==> src/design/npm_pkg.sv <==
package npm_pkg;
    // ------------
    // bus and data widths
    // ------------
    localparam int AW = 8;
    localparam int DW = 16;
    localparam int NW = 16;

    // ------------
    // status point numbers
    // ------------
    localparam logic [AW-1:0] PT_MINOR_FLT   = 8'h12;
    localparam logic [AW-1:0] PT_MAJOR_FLT   = 8'h13;
    localparam logic [AW-1:0] PT_DIRECTION   = 8'h15;
    localparam logic [AW-1:0] PT_RUN_STATE   = 8'h17;
    localparam logic [AW-1:0] PT_ZERO_SPEED  = 8'h19;
    localparam logic [AW-1:0] PT_SPEED_AGREE = 8'h1a;
    localparam logic [AW-1:0] PT_READY       = 8'h1b;
    localparam logic [AW-1:0] PT_LOCAL_MODE  = 8'h1c;
    localparam logic [AW-1:0] PT_OUT_TERM1   = 8'h28;
    localparam logic [AW-1:0] PT_OUT_TERM2   = 8'h29;
    localparam logic [AW-1:0] PT_OUT_TERM3   = 8'h2a;
    localparam logic [AW-1:0] PT_SAFETY      = 8'h2b;
    localparam logic [AW-1:0] PT_IN_TERM1    = 8'h3a;
    localparam logic [AW-1:0] PT_IN_TERM2    = 8'h3b;
    localparam logic [AW-1:0] PT_IN_TERM3    = 8'h4a;
    localparam logic [AW-1:0] PT_IN_TERM4    = 8'h4e;
    localparam logic [AW-1:0] PT_OK_FAULT    = 8'h5d;
    localparam logic [AW-1:0] PT_COMM_ERR    = 8'h5f;
    localparam logic [AW-1:0] PT_IN_TERM5    = 8'h61;

    // ------------
    // status word and terminal monitor bit positions
    // ------------
    localparam int SW_RUN    = 0;
    localparam int SW_ZERO   = 1;
    localparam int SW_REV    = 2;
    localparam int SW_AGREE  = 4;
    localparam int SW_READY  = 5;
    localparam int SW_MINOR  = 6;
    localparam int SW_MAJOR  = 7;
    localparam int OT_BIT1   = 0;
    localparam int IT_BIT1   = 2;

    // ------------
    // command points: number, bit index in command register
    // ------------
    localparam int NCMD = 14;
    localparam logic [AW-1:0] PT_CMD_REV     = 8'h16;
    localparam logic [AW-1:0] PT_CMD_RUN     = 8'h18;
    localparam logic [AW-1:0] PT_CMD_DAYNGT  = 8'h1d;
    localparam logic [AW-1:0] PT_CMD_LOCK    = 8'h21;
    localparam logic [AW-1:0] PT_CMD_ENABLE  = 8'h23;
    localparam logic [AW-1:0] PT_CMD_MFI1    = 8'h2c;
    localparam logic [AW-1:0] PT_CMD_MFI5    = 8'h30;
    localparam logic [AW-1:0] PT_CMD_PID     = 8'h41;
    localparam logic [AW-1:0] PT_CMD_COMFLT  = 8'h5a;
    localparam logic [AW-1:0] PT_CMD_FRESET  = 8'h5e;
    localparam logic [AW-1:0] PT_CMD_EXTTRIP = 8'h60;
    localparam int CB_REV = 0;
    localparam int CB_RUN = 1;
    localparam int CB_DAYNGT = 2;
    localparam int CB_LOCK = 3;
    localparam int CB_ENABLE = 4;
    localparam int CB_MFI1 = 5;
    localparam int CB_PID = 10;
    localparam int CB_COMFLT = 11;
    localparam int CB_FRESET = 12;
    localparam int CB_EXTTRIP = 13;
    localparam logic [NCMD-1:0] CMD_RESET = 14'h0800;

    // ------------
    // mailbox points and interrupt registers
    // ------------
    localparam logic [AW-1:0] PT_RD_SEL   = 8'h46;
    localparam logic [AW-1:0] PT_RD_VAL   = 8'h47;
    localparam logic [AW-1:0] PT_WR_SEL   = 8'h48;
    localparam logic [AW-1:0] PT_WR_VAL   = 8'h49;
    localparam logic [AW-1:0] PT_IRQ_STAT = 8'hf0;
    localparam logic [AW-1:0] PT_IRQ_MASK = 8'hf1;
    localparam int NIRQ = 4;
    localparam int EV_MB_OK = 0;
    localparam int EV_MB_REJ = 1;
    localparam int EV_MAJOR = 2;
    localparam int EV_KP_REJ = 3;
    localparam logic [NIRQ-1:0] IRQ_MASK_RESET = 4'h0;
    localparam logic [DW-1:0] PARAM_RESET = 16'h0000;
endpackage : npm_pkg

==> src/design/npm_store_if.sv <==
`timescale 1ns/1ps
interface npm_store_if;
    import npm_pkg::*;
    logic          mb_wr;
    logic [NW-1:0] mb_num;
    logic [DW-1:0] mb_data;
    logic          kp_wr;
    logic [NW-1:0] kp_num;
    logic [DW-1:0] kp_data;
    logic          running;
    logic          mb_ok;
    logic          kp_ok;
    logic [NW-1:0] rd_num;
    logic [DW-1:0] rd_data;
    modport master (output mb_wr, mb_num, mb_data, kp_wr, kp_num, kp_data, running, rd_num,
                    input mb_ok, kp_ok, rd_data);
    modport store  (input mb_wr, mb_num, mb_data, kp_wr, kp_num, kp_data, running, rd_num,
                    output mb_ok, kp_ok, rd_data);
endinterface : npm_store_if

==> src/design/npm_param_store.sv <==
`timescale 1ns/1ps
module npm_param_store #(
    parameter int                      DEPTH      = 64,
    parameter logic [DEPTH-1:0]        RUN_WR_MAP = '0
) (
    input  wire logic  ref_clk,
    input  wire logic  rst,
    npm_store_if.store st
);
    import npm_pkg::*;

    logic [DW-1:0] param_ff [DEPTH];

    // ------------
    // acceptance check shared by keypad and mailbox
    // ------------
    function automatic logic accept(input logic [NW-1:0] num, input logic running);
        logic ok;
        ok = 1'b0;
        if (num < NW'(DEPTH)) begin
            ok = !running || RUN_WR_MAP[num[$clog2(DEPTH)-1:0]];
        end
        return ok;
    endfunction : accept

    assign st.mb_ok = st.mb_wr && accept(st.mb_num, st.running);
    assign st.kp_ok = st.kp_wr && accept(st.kp_num, st.running);

    // out-of-range numbers read as zero rather than aliasing
    assign st.rd_data = (st.rd_num < NW'(DEPTH)) ? param_ff[st.rd_num[$clog2(DEPTH)-1:0]] : '0;

    // ------------
    // storage; mailbox lands last on a same-cycle collision
    // ------------
    always_ff @(posedge ref_clk or posedge rst) begin
        if (rst) begin
            for (int i = 0; i < DEPTH; i++) begin
                param_ff[i] <= PARAM_RESET;
            end
        end else begin
            if (st.kp_ok) begin
                param_ff[st.kp_num[$clog2(DEPTH)-1:0]] <= st.kp_data;
            end
            if (st.mb_ok) begin
                param_ff[st.mb_num[$clog2(DEPTH)-1:0]] <= st.mb_data;
            end
        end
    end
endmodule : npm_param_store

==> src/design/npm_point_map.sv <==
// The register addresses and the plain strobed port were left to the implementer.
`timescale 1ns/1ps
module npm_point_map #(
    parameter int                 DEPTH      = 64,
    parameter logic [DEPTH-1:0]   RUN_WR_MAP = '0
) (
    input  wire logic                     ref_clk,
    input  wire logic                     rst,
    input  wire logic [npm_pkg::AW-1:0]   pt_addr,
    input  wire logic [npm_pkg::DW-1:0]   pt_wdata,
    input  wire logic                     pt_wr,
    input  wire logic                     pt_rd,
    output logic      [npm_pkg::DW-1:0]   pt_rdata,
    input  wire logic [7:0]               drive_status_word_monitor,
    input  wire logic [7:0]               input_terminal_monitor,
    input  wire logic [7:0]               output_terminal_monitor,
    input  wire logic                     local_mode,
    input  wire logic                     safety_interlock,
    input  wire logic                     drive_comm_error,
    input  wire logic                     kp_wr,
    input  wire logic [npm_pkg::NW-1:0]   kp_num,
    input  wire logic [npm_pkg::DW-1:0]   kp_data,
    output logic                          kp_reject,
    output logic                          run_command,
    output logic                          reverse_run_command,
    output logic                          day_night,
    output logic                          panel_lock,
    output logic                          run_enable,
    output logic      [4:0]               multi_function_in,
    output logic                          pid_mode_param,
    output logic                          comm_fault_detect_param,
    output logic                          fault_reset_n,
    output logic                          external_trip_command_n,
    output logic                          irq
);
    import npm_pkg::*;

    npm_store_if sif ();

    logic [NCMD-1:0] cmd_ff;
    logic [NW-1:0]   rd_sel_ff;
    logic [NW-1:0]   wr_sel_ff;
    logic [DW-1:0]   wr_val_ff;
    logic [DW-1:0]   rdata_ff;
    logic            kp_reject_ff;
    logic [NIRQ-1:0] irq_stat_ff;
    logic [NIRQ-1:0] irq_mask_ff;
    logic            irq_ff;
    logic            major_ff;
    logic [DW-1:0]   nxt_rdata;
    logic [NIRQ-1:0] nxt_irq_stat;
    logic [NIRQ-1:0] events;
    logic            status_bit;
    logic            status_hit;

    // ------------
    // parameter store
    // ------------
    assign sif.mb_wr   = pt_wr && (pt_addr == PT_WR_VAL);
    assign sif.mb_num  = wr_sel_ff;
    assign sif.mb_data = pt_wdata;
    assign sif.kp_wr   = kp_wr;
    assign sif.kp_num  = kp_num;
    assign sif.kp_data = kp_data;
    assign sif.running = drive_status_word_monitor[SW_RUN];
    assign sif.rd_num  = rd_sel_ff;

    npm_param_store #(
        .DEPTH      (DEPTH),
        .RUN_WR_MAP (RUN_WR_MAP)
    ) u_store (
        .ref_clk (ref_clk),
        .rst     (rst),
        .st      (sif.store)
    );

    // ------------
    // status point decode
    // ------------
    always_comb begin
        status_hit = 1'b1;
        case (pt_addr)
            PT_MINOR_FLT:   status_bit = drive_status_word_monitor[SW_MINOR];
            PT_MAJOR_FLT:   status_bit = drive_status_word_monitor[SW_MAJOR];
            PT_OK_FAULT:    status_bit = drive_status_word_monitor[SW_MAJOR];
            PT_DIRECTION:   status_bit = drive_status_word_monitor[SW_REV];
            PT_RUN_STATE:   status_bit = drive_status_word_monitor[SW_RUN];
            PT_ZERO_SPEED:  status_bit = drive_status_word_monitor[SW_ZERO];
            PT_SPEED_AGREE: status_bit = drive_status_word_monitor[SW_AGREE];
            PT_READY:       status_bit = drive_status_word_monitor[SW_READY];
            PT_LOCAL_MODE:  status_bit = local_mode;
            PT_OUT_TERM1:   status_bit = output_terminal_monitor[OT_BIT1];
            PT_OUT_TERM2:   status_bit = output_terminal_monitor[OT_BIT1+1];
            PT_OUT_TERM3:   status_bit = output_terminal_monitor[OT_BIT1+2];
            PT_SAFETY:      status_bit = safety_interlock;
            PT_IN_TERM1:    status_bit = input_terminal_monitor[IT_BIT1];
            PT_IN_TERM2:    status_bit = input_terminal_monitor[IT_BIT1+1];
            PT_IN_TERM3:    status_bit = input_terminal_monitor[IT_BIT1+2];
            PT_IN_TERM4:    status_bit = input_terminal_monitor[IT_BIT1+3];
            PT_IN_TERM5:    status_bit = input_terminal_monitor[IT_BIT1+4];
            PT_COMM_ERR:    status_bit = drive_comm_error;
            default: begin
                status_bit = 1'b0;
                status_hit = 1'b0;
            end
        endcase
    end

    // ------------
    // read data, valid only in the cycle after the strobe
    // ------------
    always_comb begin
        nxt_rdata = '0;
        if (status_hit) begin
            nxt_rdata = {{(DW-1){1'b0}}, status_bit};
        end else begin
            case (pt_addr)
                PT_CMD_REV:     nxt_rdata = DW'(cmd_ff[CB_REV]);
                PT_CMD_RUN:     nxt_rdata = DW'(cmd_ff[CB_RUN]);
                PT_CMD_DAYNGT:  nxt_rdata = DW'(cmd_ff[CB_DAYNGT]);
                PT_CMD_LOCK:    nxt_rdata = DW'(cmd_ff[CB_LOCK]);
                PT_CMD_ENABLE:  nxt_rdata = DW'(cmd_ff[CB_ENABLE]);
                PT_CMD_PID:     nxt_rdata = DW'(cmd_ff[CB_PID]);
                PT_CMD_COMFLT:  nxt_rdata = DW'(cmd_ff[CB_COMFLT]);
                PT_CMD_FRESET:  nxt_rdata = DW'(cmd_ff[CB_FRESET]);
                PT_CMD_EXTTRIP: nxt_rdata = DW'(cmd_ff[CB_EXTTRIP]);
                PT_RD_SEL:      nxt_rdata = rd_sel_ff;
                PT_RD_VAL:      nxt_rdata = sif.rd_data;
                PT_WR_SEL:      nxt_rdata = wr_sel_ff;
                PT_WR_VAL:      nxt_rdata = wr_val_ff;
                PT_IRQ_STAT:    nxt_rdata = DW'(irq_stat_ff);
                PT_IRQ_MASK:    nxt_rdata = DW'(irq_mask_ff);
                default: begin
                    if (pt_addr >= PT_CMD_MFI1 && pt_addr <= PT_CMD_MFI5) begin
                        nxt_rdata = DW'(cmd_ff[CB_MFI1 + int'(pt_addr - PT_CMD_MFI1)]);
                    end
                end
            endcase
        end
    end

    always_ff @(posedge ref_clk or posedge rst) begin
        if (rst) begin
            rdata_ff <= '0;
        end else if (pt_rd) begin
            rdata_ff <= nxt_rdata;
        end else begin
            rdata_ff <= '0;
        end
    end

    // ------------
    // command points; only bit 0 of the write data counts
    // ------------
    always_ff @(posedge ref_clk or posedge rst) begin
        if (rst) begin
            cmd_ff <= CMD_RESET;
        end else if (pt_wr) begin
            case (pt_addr)
                PT_CMD_REV:     cmd_ff[CB_REV]     <= pt_wdata[0];
                PT_CMD_RUN:     cmd_ff[CB_RUN]     <= pt_wdata[0];
                PT_CMD_DAYNGT:  cmd_ff[CB_DAYNGT]  <= pt_wdata[0];
                PT_CMD_LOCK:    cmd_ff[CB_LOCK]    <= pt_wdata[0];
                PT_CMD_ENABLE:  cmd_ff[CB_ENABLE]  <= pt_wdata[0];
                PT_CMD_PID:     cmd_ff[CB_PID]     <= pt_wdata[0];
                PT_CMD_COMFLT:  cmd_ff[CB_COMFLT]  <= pt_wdata[0];
                PT_CMD_FRESET:  cmd_ff[CB_FRESET]  <= pt_wdata[0];
                PT_CMD_EXTTRIP: cmd_ff[CB_EXTTRIP] <= pt_wdata[0];
                default: begin
                    if (pt_addr >= PT_CMD_MFI1 && pt_addr <= PT_CMD_MFI5) begin
                        cmd_ff[CB_MFI1 + int'(pt_addr - PT_CMD_MFI1)] <= pt_wdata[0];
                    end
                end
            endcase
        end
    end

    // ------------
    // mailbox selects and last written value
    // ------------
    always_ff @(posedge ref_clk or posedge rst) begin
        if (rst) begin
            rd_sel_ff <= '0;
            wr_sel_ff <= '0;
            wr_val_ff <= '0;
        end else if (pt_wr) begin
            if (pt_addr == PT_RD_SEL) begin
                rd_sel_ff <= pt_wdata;
            end
            if (pt_addr == PT_WR_SEL) begin
                wr_sel_ff <= pt_wdata;
            end
            if (pt_addr == PT_WR_VAL) begin
                wr_val_ff <= pt_wdata;
            end
        end
    end

    // ------------
    // interrupts: sticky, cleared by reading, set wins over clear
    // ------------
    assign events[EV_MB_OK]  = sif.mb_ok;
    assign events[EV_MB_REJ] = sif.mb_wr && !sif.mb_ok;
    assign events[EV_MAJOR]  = drive_status_word_monitor[SW_MAJOR] && !major_ff;
    assign events[EV_KP_REJ] = kp_wr && !sif.kp_ok;

    always_comb begin
        nxt_irq_stat = irq_stat_ff;
        if (pt_rd && pt_addr == PT_IRQ_STAT) begin
            nxt_irq_stat = '0;
        end
        nxt_irq_stat = nxt_irq_stat | events;
    end

    always_ff @(posedge ref_clk or posedge rst) begin
        if (rst) begin
            irq_stat_ff  <= '0;
            irq_mask_ff  <= IRQ_MASK_RESET;
            irq_ff       <= 1'b0;
            major_ff     <= 1'b0;
            kp_reject_ff <= 1'b0;
        end else begin
            irq_stat_ff <= nxt_irq_stat;
            if (pt_wr && pt_addr == PT_IRQ_MASK) begin
                irq_mask_ff <= pt_wdata[NIRQ-1:0];
            end
            // one cycle late relative to status; keeps the output a plain flop
            irq_ff       <= |(irq_stat_ff & irq_mask_ff);
            major_ff     <= drive_status_word_monitor[SW_MAJOR];
            kp_reject_ff <= events[EV_KP_REJ];
        end
    end

    // ------------
    // outputs
    // ------------
    assign pt_rdata                = rdata_ff;
    assign kp_reject               = kp_reject_ff;
    assign irq                     = irq_ff;
    assign run_command             = cmd_ff[CB_RUN];
    assign reverse_run_command     = cmd_ff[CB_REV];
    assign day_night               = cmd_ff[CB_DAYNGT];
    assign panel_lock              = cmd_ff[CB_LOCK];
    assign run_enable              = cmd_ff[CB_ENABLE];
    assign multi_function_in       = cmd_ff[CB_MFI1 +: 5];
    assign pid_mode_param          = cmd_ff[CB_PID];
    assign comm_fault_detect_param = cmd_ff[CB_COMFLT];
    assign fault_reset_n           = cmd_ff[CB_FRESET];
    assign external_trip_command_n = cmd_ff[CB_EXTTRIP];
endmodule : npm_point_map

==> config.mk <==
export PLATFORM = sky130hd
export DESIGN_NAME = npm_point_map
export DESIGN_NICKNAME = d
export VERILOG_FILES = /design/src/design/npm_pkg.sv /design/src/design/npm_store_if.sv /design/src/design/npm_param_store.sv /design/src/design/npm_point_map.sv
export SDC_FILE = /design/constraint.sdc
export NUM_CORES = 2
export LEC_CHECK = 0
export BUFFER_PORTS_ARGS = -buffer_cell sky130_fd_sc_hd__buf_2
export CAP_MARGIN = 20
export CORE_MARGIN = 2
export CORE_UTILIZATION = 31
export CTS_BUF_LIST = sky130_fd_sc_hd__clkbuf_16
export CTS_CLUSTER_DIAMETER = 30
export DETAILED_ROUTE_END_ITERATION = 6
export GPL_TIMING_DRIVEN = 0
export PLACE_DENSITY = 0.52
export SYNTH_ARGS = -nofsm -noshare
export SYNTH_HDL_FRONTEND = slang
export SYNTH_HIERARCHICAL = 1
export SYNTH_SLANG_ARGS = --single-unit
==> constraint.sdc <==
create_clock -name ref_clk -period 47.3 [get_ports ref_clk]
set_input_delay 9.46 -clock ref_clk [delete_from_list [all_inputs] [get_ports ref_clk]]
set_output_delay 9.46 -clock ref_clk [all_outputs]
set_load 0.02 [all_outputs]
Word-level counts from Yosys, hierarchy flattened. Memory sizes are Yosys's and may differ from the RTL's. Index checks and enable logic that the tools add are counted.

$add $sub $neg: 2. Order comparisons: 14. Equal/unequal tests: 34. Muxes and demuxes: 39. Bitwise logic cells: 15. Reductions and logical operators: 53.

Operators with widths (count): 1024-bit bitwise mux (2); 1024-bit two-way mux (2); 16-bit one-hot mux with 15 select lines (1); 16-bit demux with 6-bit select (2); 16-bit two-way mux (7); 8-bit by 7-bit == test with 1-bit output (second input constant) (13); 16-bit binary-select mux with 6-bit select (1); 8-bit by 5-bit == test with 1-bit output (second input constant) (11); 8-bit OR reduction (9); 8-bit by 6-bit == test with 1-bit output (second input constant) (8); 16-bit by 7-bit less-than comparator with 1-bit output (second input constant) (3); 3-bit AND reduction (10); 7-bit greater-or-equal comparator (second input constant) (3); 6-bit inverter with 7-bit output (3); 19-bit OR reduction (1); 1-bit one-hot mux with 18 select lines (1); 1-bit one-hot mux with 2 select lines (9); 2-bit nonzero test (9); 8-bit == test (second input constant) (2); 14-bit bitwise mux (1); 6-bit by 7-bit less-than comparator with 1-bit output (second input constant) (2); 7-bit by 1-bit less-than comparator with 1-bit output (second input constant) (2); 14-bit two-way mux (1); 1-bit logical AND (12); other kinds (19) (42).

Register bits: 1113. ROM bits: 128. Output and inout bits: 32. Memories: 2.

Memories: (no name shown) (words 64, bits a word 1, rd ports 1, clocked after memory_dff 0, wr ports 0, line npm_param_store.sv:21) `ok = !running || RUN_WR_MAP[num[$clog2(DEPTH)-1:0]];`; (no name shown) (words 64, bits a word 1, rd ports 1, clocked after memory_dff 0, wr ports 0, line npm_param_store.sv:21).

Depth between registers and ports, before layout.
Depth in word-level cells: 9. Mapped depth: 18. Gate-level depth less buffers: 11.

Cells and area by module. Netlist, hierarchy kept.

By module, submodules not included: npm_param_store (times used 1, cells each 4996, area each 58984.1 um2); npm_point_map (times used 1, cells each 444, area each 4917.2 um2).

Worst setup path before layout. Ideal clock, no wire load.

Kind: input port to flip-flop. Start point: input port pt_addr[2] (netlist name). End point: register u_store/param_ff[518] (netlist name). Arrival: 12.758 ns. Path slack: 34.417 ns. Stages: 16. Path buffers: 5. Cell sequence: inv_1 > ha_1 > clkbuf_1 > nor2b_1 > and3_1 > buf_2 > nand2_1 > clkbuf_1 > inv_1 > nor4b_2 > and4_1 > buf_2 > nand2_1 > nor2_1 > buf_2 > mux2_2.

Cells in the longest elaborated chain, start to end: 4.

Ends and longest elaborated chain: start, declared (line npm_point_map.sv:9) `input wire logic [npm_pkg::AW-1:0] pt_addr,`; 8-bit by 7-bit == test with 1-bit output (line npm_point_map.sv:59) `assign sif.mb_wr = pt_wr && (pt_addr == PT_WR_VAL);`; 1-bit logical AND (line npm_point_map.sv:59); net sif.mb_wr (line npm_store_if.sv:4) `logic mb_wr;`; 1-bit logical AND (line npm_param_store.sv:26) `assign st.mb_ok = st.mb_wr && accept(st.mb_num, st.running);`; 1024-bit two-way mux (line npm_param_store.sv:44) `if (st.mb_ok) begin`; end signal, assigned by index (line npm_param_store.sv:42) `param_ff[st.kp_num[$clog2(DEPTH)-1:0]] <= st.kp_data;`; end signal, assigned by index (line npm_param_store.sv:45) `param_ff[st.mb_num[$clog2(DEPTH)-1:0]] <= st.mb_data;`; end, declared (line npm_param_store.sv:12) `logic [DW-1:0] param_ff [DEPTH];`.

The timed path passes the listed nets, and every way through them passes these cells. A chain may end at the register's enable or synchronous reset.

Final worst setup path.
Start point: input port pt_addr[2] (netlist name). End point: register u_store/param_ff[836] (netlist name).

Same word-level chain as after synthesis.

==> impl_results.md <==
* CTS buffer count at 332
* Max-slew violations at 0
* Yosys cell types at 89
* Hold Path Class: reg2reg
* Floorplan row count at 166
* Final Hold Vio Count at 0
* Max clock buf depth at 4
* Max frequency at 67.9 MHz
* Master of the slowest instance on the critical path: nor3_2
* Routed WL per cell at about 40 µm
* Fill cell count at 19,900
* Worst skew pair latency at 0.96 ns
* Largest net degree at the start of global routing at 110
* Root Buffer: clkbuf_16
* # IOs at 120
* Gr ovfl total at 0
* Clock transition at path regs at 0.04 ns
* Gate power share at around 7%
* Psw at 0.833 mW
* Via density at 6.21
* Gr usage total at 33.4%
* Status: finished, violations left
* Vias in the first global route at 52,800
* Core area at 205,000 µm²
* Setup_tns at 0 ns
* Area of the multi-input gates at between 30,000 and 40,000 µm²
* CP Class: in2reg
* Crit path cell chain: buf_2 -> inv_1 -> ha_1 -> clkbuf_1 -> nor2b_1 -> and3_1 -> buf_2 -> nand2_1 -> clkbuf_1 -> inv_1 -> nor4b_2 -> nand4_1 -> nor3_2 -> clkbuf_1 -> o21ai_0
* Final setup violation count at 0
* DR iter-0 viols at 7,849
* Sequential-to-total area share from yosys stat at 43.6%
* Internal power at 2.44 mW
* FF+latch count, synth at about 1,100
* DIE AREA at 210,000 µm²
* VDD IR-drop max at about 0.04 mV
* First-pass GRT wire length at 477,000 µm
* Final core occ at 38.8%
* Die extent in x at between 400 and 500 µm
* Rel. slew slack at 10.1%
* Leak pwr at 35.7 nW
* Synthesized net count at 5,537
* DP Wirelength at 266,000 µm
* Hold Path End: irq_stat_ff[2]$_DFF_PP0_
* HP Start: major_ff$_DFF_PP0_
* Critical Path Sink Type: flop
* Most used cell, CP: clkbuf_1
* Initial Util at 31.2%
* Crit path largest cell delay at 1.12 ns
* MaxCap Viol Count at 0
* Via count at 55,200
* Final worst-path cycle share at 31.1%
* WP data arrival at about 15 ns
* Avg Inst Size Synth at 11.7 µm²
* Reg power frac at 29.5%
* Drt total wl at 359,000 µm
* Part of the power in the clock network at 63.6%
* DRT antenna net count at 0
* DR DRC count at 11
* Port buffer count at slightly below 90
* Slew @ Worst Pin at 1.35 ns
* Post-CTS Resized at 0
* Register area at 27,900 µm²
* Hold Buf Count CTS at 0
* Startpoint Class: input port
* Worst-path maximum fanout at 10
* Die Y-Extent at 458 µm
* Setup Skew at a little under 0.06 ns
* Synth warn at 6
* CTS tree: built
* R2R cell count at 13
* Fin crit period at 14.73 ns
* Layout cells sized above 1 at 36.1%
* RSZ-0062 raised after global routing: false
* Clock sink count at 1,113
* DRT Pass-1 Iters at 7
* Reg2reg end: pt_rdata[0]$_DFF_PP0_
* Power density over the cells at 41.2 nW/µm²
* Post-Synthesis Cells at around 5,400
* # Post-CTS Setup Buffers at 0
* Synth-to-layout area growth at 24.2%
* Initial antenna violation count at 37
* Worst EP required at 48.00 ns
* GP Congestion at roughly 1.1
* Post-synth top flop: dfrtp_1
* Number of synthesized flops with an enable pin at 0
* Failing checks: DRC
* H-tree level count at 5
* Synth Cell Area at between 60,000 and 70,000 µm²
* Worst r2r src: rd_sel_ff[0]$_DFFE_PP0P_
* Nets at 6,029
* Worst R2R Setup Slack at 40.71 ns
* Share of flip-flops with an asynchronous set or reset at 100%
* Worst Hold Depth at 1
* Switching portion of total power at approximately a quarter
-- worst max-delay path by stage --
stage | end | cells after the start | from
floorplan | u_store/param_ff[0]$_DFF_PP0_ | 1 | rst
global placement | u_store/param_ff[185]$_DFF_PP0_ | 2 | rst
detailed placement | u_store/param_ff[836]$_DFF_PP0_ | 15 | pt_addr[2]
CTS | u_store/param_ff[836]$_DFF_PP0_ | 15 | pt_addr[2]
global route | u_store/param_ff[31]$_DFF_PP0_ | 16 | pt_addr[2]
finish | u_store/param_ff[836]$_DFF_PP0_ | 15 | pt_addr[2]
-- synthesized netlist by cell type, types with 12 or more instances --
cell type / instances / area (µm²)
a211oi_1: 17 / 128
a21oi_1: 297 / 1490
a221oi_1: 12 / 105
a222oi_1: 21 / 210
a22oi_1: 17 / 128
buf_1: 37 / 139
buf_2: 135 / 676
buf_4: 36 / 270
buf_6: 21 / 236
clkbuf_1: 384 / 1440
dfrtp_1: 1112 / 27800
inv_1: 15 / 56.3
mux2_2: 1031 / 11600
mux2i_1: 522 / 5230
mux4_2: 262 / 5900
nand2_1: 445 / 1670
nand3_1: 33 / 165
nand3_2: 15 / 150
nand3b_1: 13 / 97.6
nand4_1: 38 / 238
nor2_1: 156 / 586
nor2b_1: 22 / 138
nor3_1: 38 / 190
nor3_2: 24 / 240
nor3_4: 23 / 374
nor4_1: 125 / 782
o21ai_0: 288 / 1440
o21ai_1: 50 / 250
o221ai_1: 12 / 105
o22ai_1: 35 / 219
or3_1: 12 / 75.1
-- stage by stage --
step	worst slack (ns)	area (µm²)	total power, mW	hold WS [ns]	instances
floorplan	9.02	63900	1.07	0.400	5440
global placement	-6.39	67700	1.19	0.420	8217
detailed placement	32.00	68900	1.19	0.428	8281
CTS	32.85	79200	3.27	0.441	8858
global route	32.53	79300	3.34	0.478	8866
finish	32.57	79400	3.27	0.441	8886
-- cells by family after synthesis --
family,after synthesis,synth area share [%]
and+or+nand+nor,1043,8.69
buffers and inverters,630,4.46
adders and majority gates,9,0.176
xor gates and xnor gates,5,0.0685
DFF,1113,43.6
AOI/OAI and AO/OA,824,7.42
muxes,1816,35.6
-- cells in the final DEF (no fill, tap or decap), drive strengths merged, types with 11 or more instances in the layout --
master   count
a211oi      17
a21oi      297
a221oi      13
a222oi      21
a22o        11
a22oi       17
buf        388
bufinv      31
clkbuf     723
clkinv     142
dfrtp     1112
diode       23
inv         71
mux2      1032
mux2i      522
mux4       262
nand2      452
nand2b      11
nand3       48
nand3b      13
nand4       39
nor2       166
nor2b       22
nor3        85
nor4       129
o21ai      338
o221ai      12
o22ai       35
o2bb2ai     11
or3         13
-- sequential cells by signal, indices dropped and copies added, names as in the netlist --
register / cells
cmd_ff: 14
irq: 1
irq_mask_ff: 4
irq_stat_ff: 4
kp_reject: 1
major_ff: 1
pt_rdata: 16
rd_sel_ff: 16
sif.mb_num: 16
u_store/param_ff: 1024
wr_val_ff: 16
-- power by group through the flow --
stage / Sequential (mW) / Combinational (mW) / Clock, mW
2_1_floorplan: 0.978 / 0.0904 / 0
3_3_place_gp: 0.980 / 0.206 / 0
3_5_place_dp: 0.977 / 0.215 / 0
5_1_grt: 0.964 / 0.224 / 2.15
6_report: 0.964 / 0.226 / 2.08
4_1_cts: 0.964 / 0.216 / 2.09
-- final cells by class --
cell class | count | share of cell area [%]
Multi-Input combinational cell | 3697 | 41.8
Tap cell | 2688 | 4.24
Sequential cell | 1113 | 35.1
Clock inverter | 239 | 2.38
Clock buffer | 338 | 10.7
Buffer | 615 | 3.54
Inverter | 15 | 0.0836
Timing Repair Buffer | 158 | 2.09
Antenna cell | 23 | 0.0725
-- layer usage --
layer  global-route usage (%)  wire, µm
met2                     46.3    146000
met3                     11.0     42700
met4                     24.7     30900
met5                        0       163
met1                     43.2    139000
-- worst max-delay path: cells and delay by family --
family | cells | cell delay [ns]
AND/OR/NAND/NOR | 6 | 3.27
AO/OA/AOI/OAI | 1 | 0.25
buffers and inverters | 7 | 2.25
adder cells (fa/ha/maj) | 1 | 0.14
(Power assumes the default switching activity.)
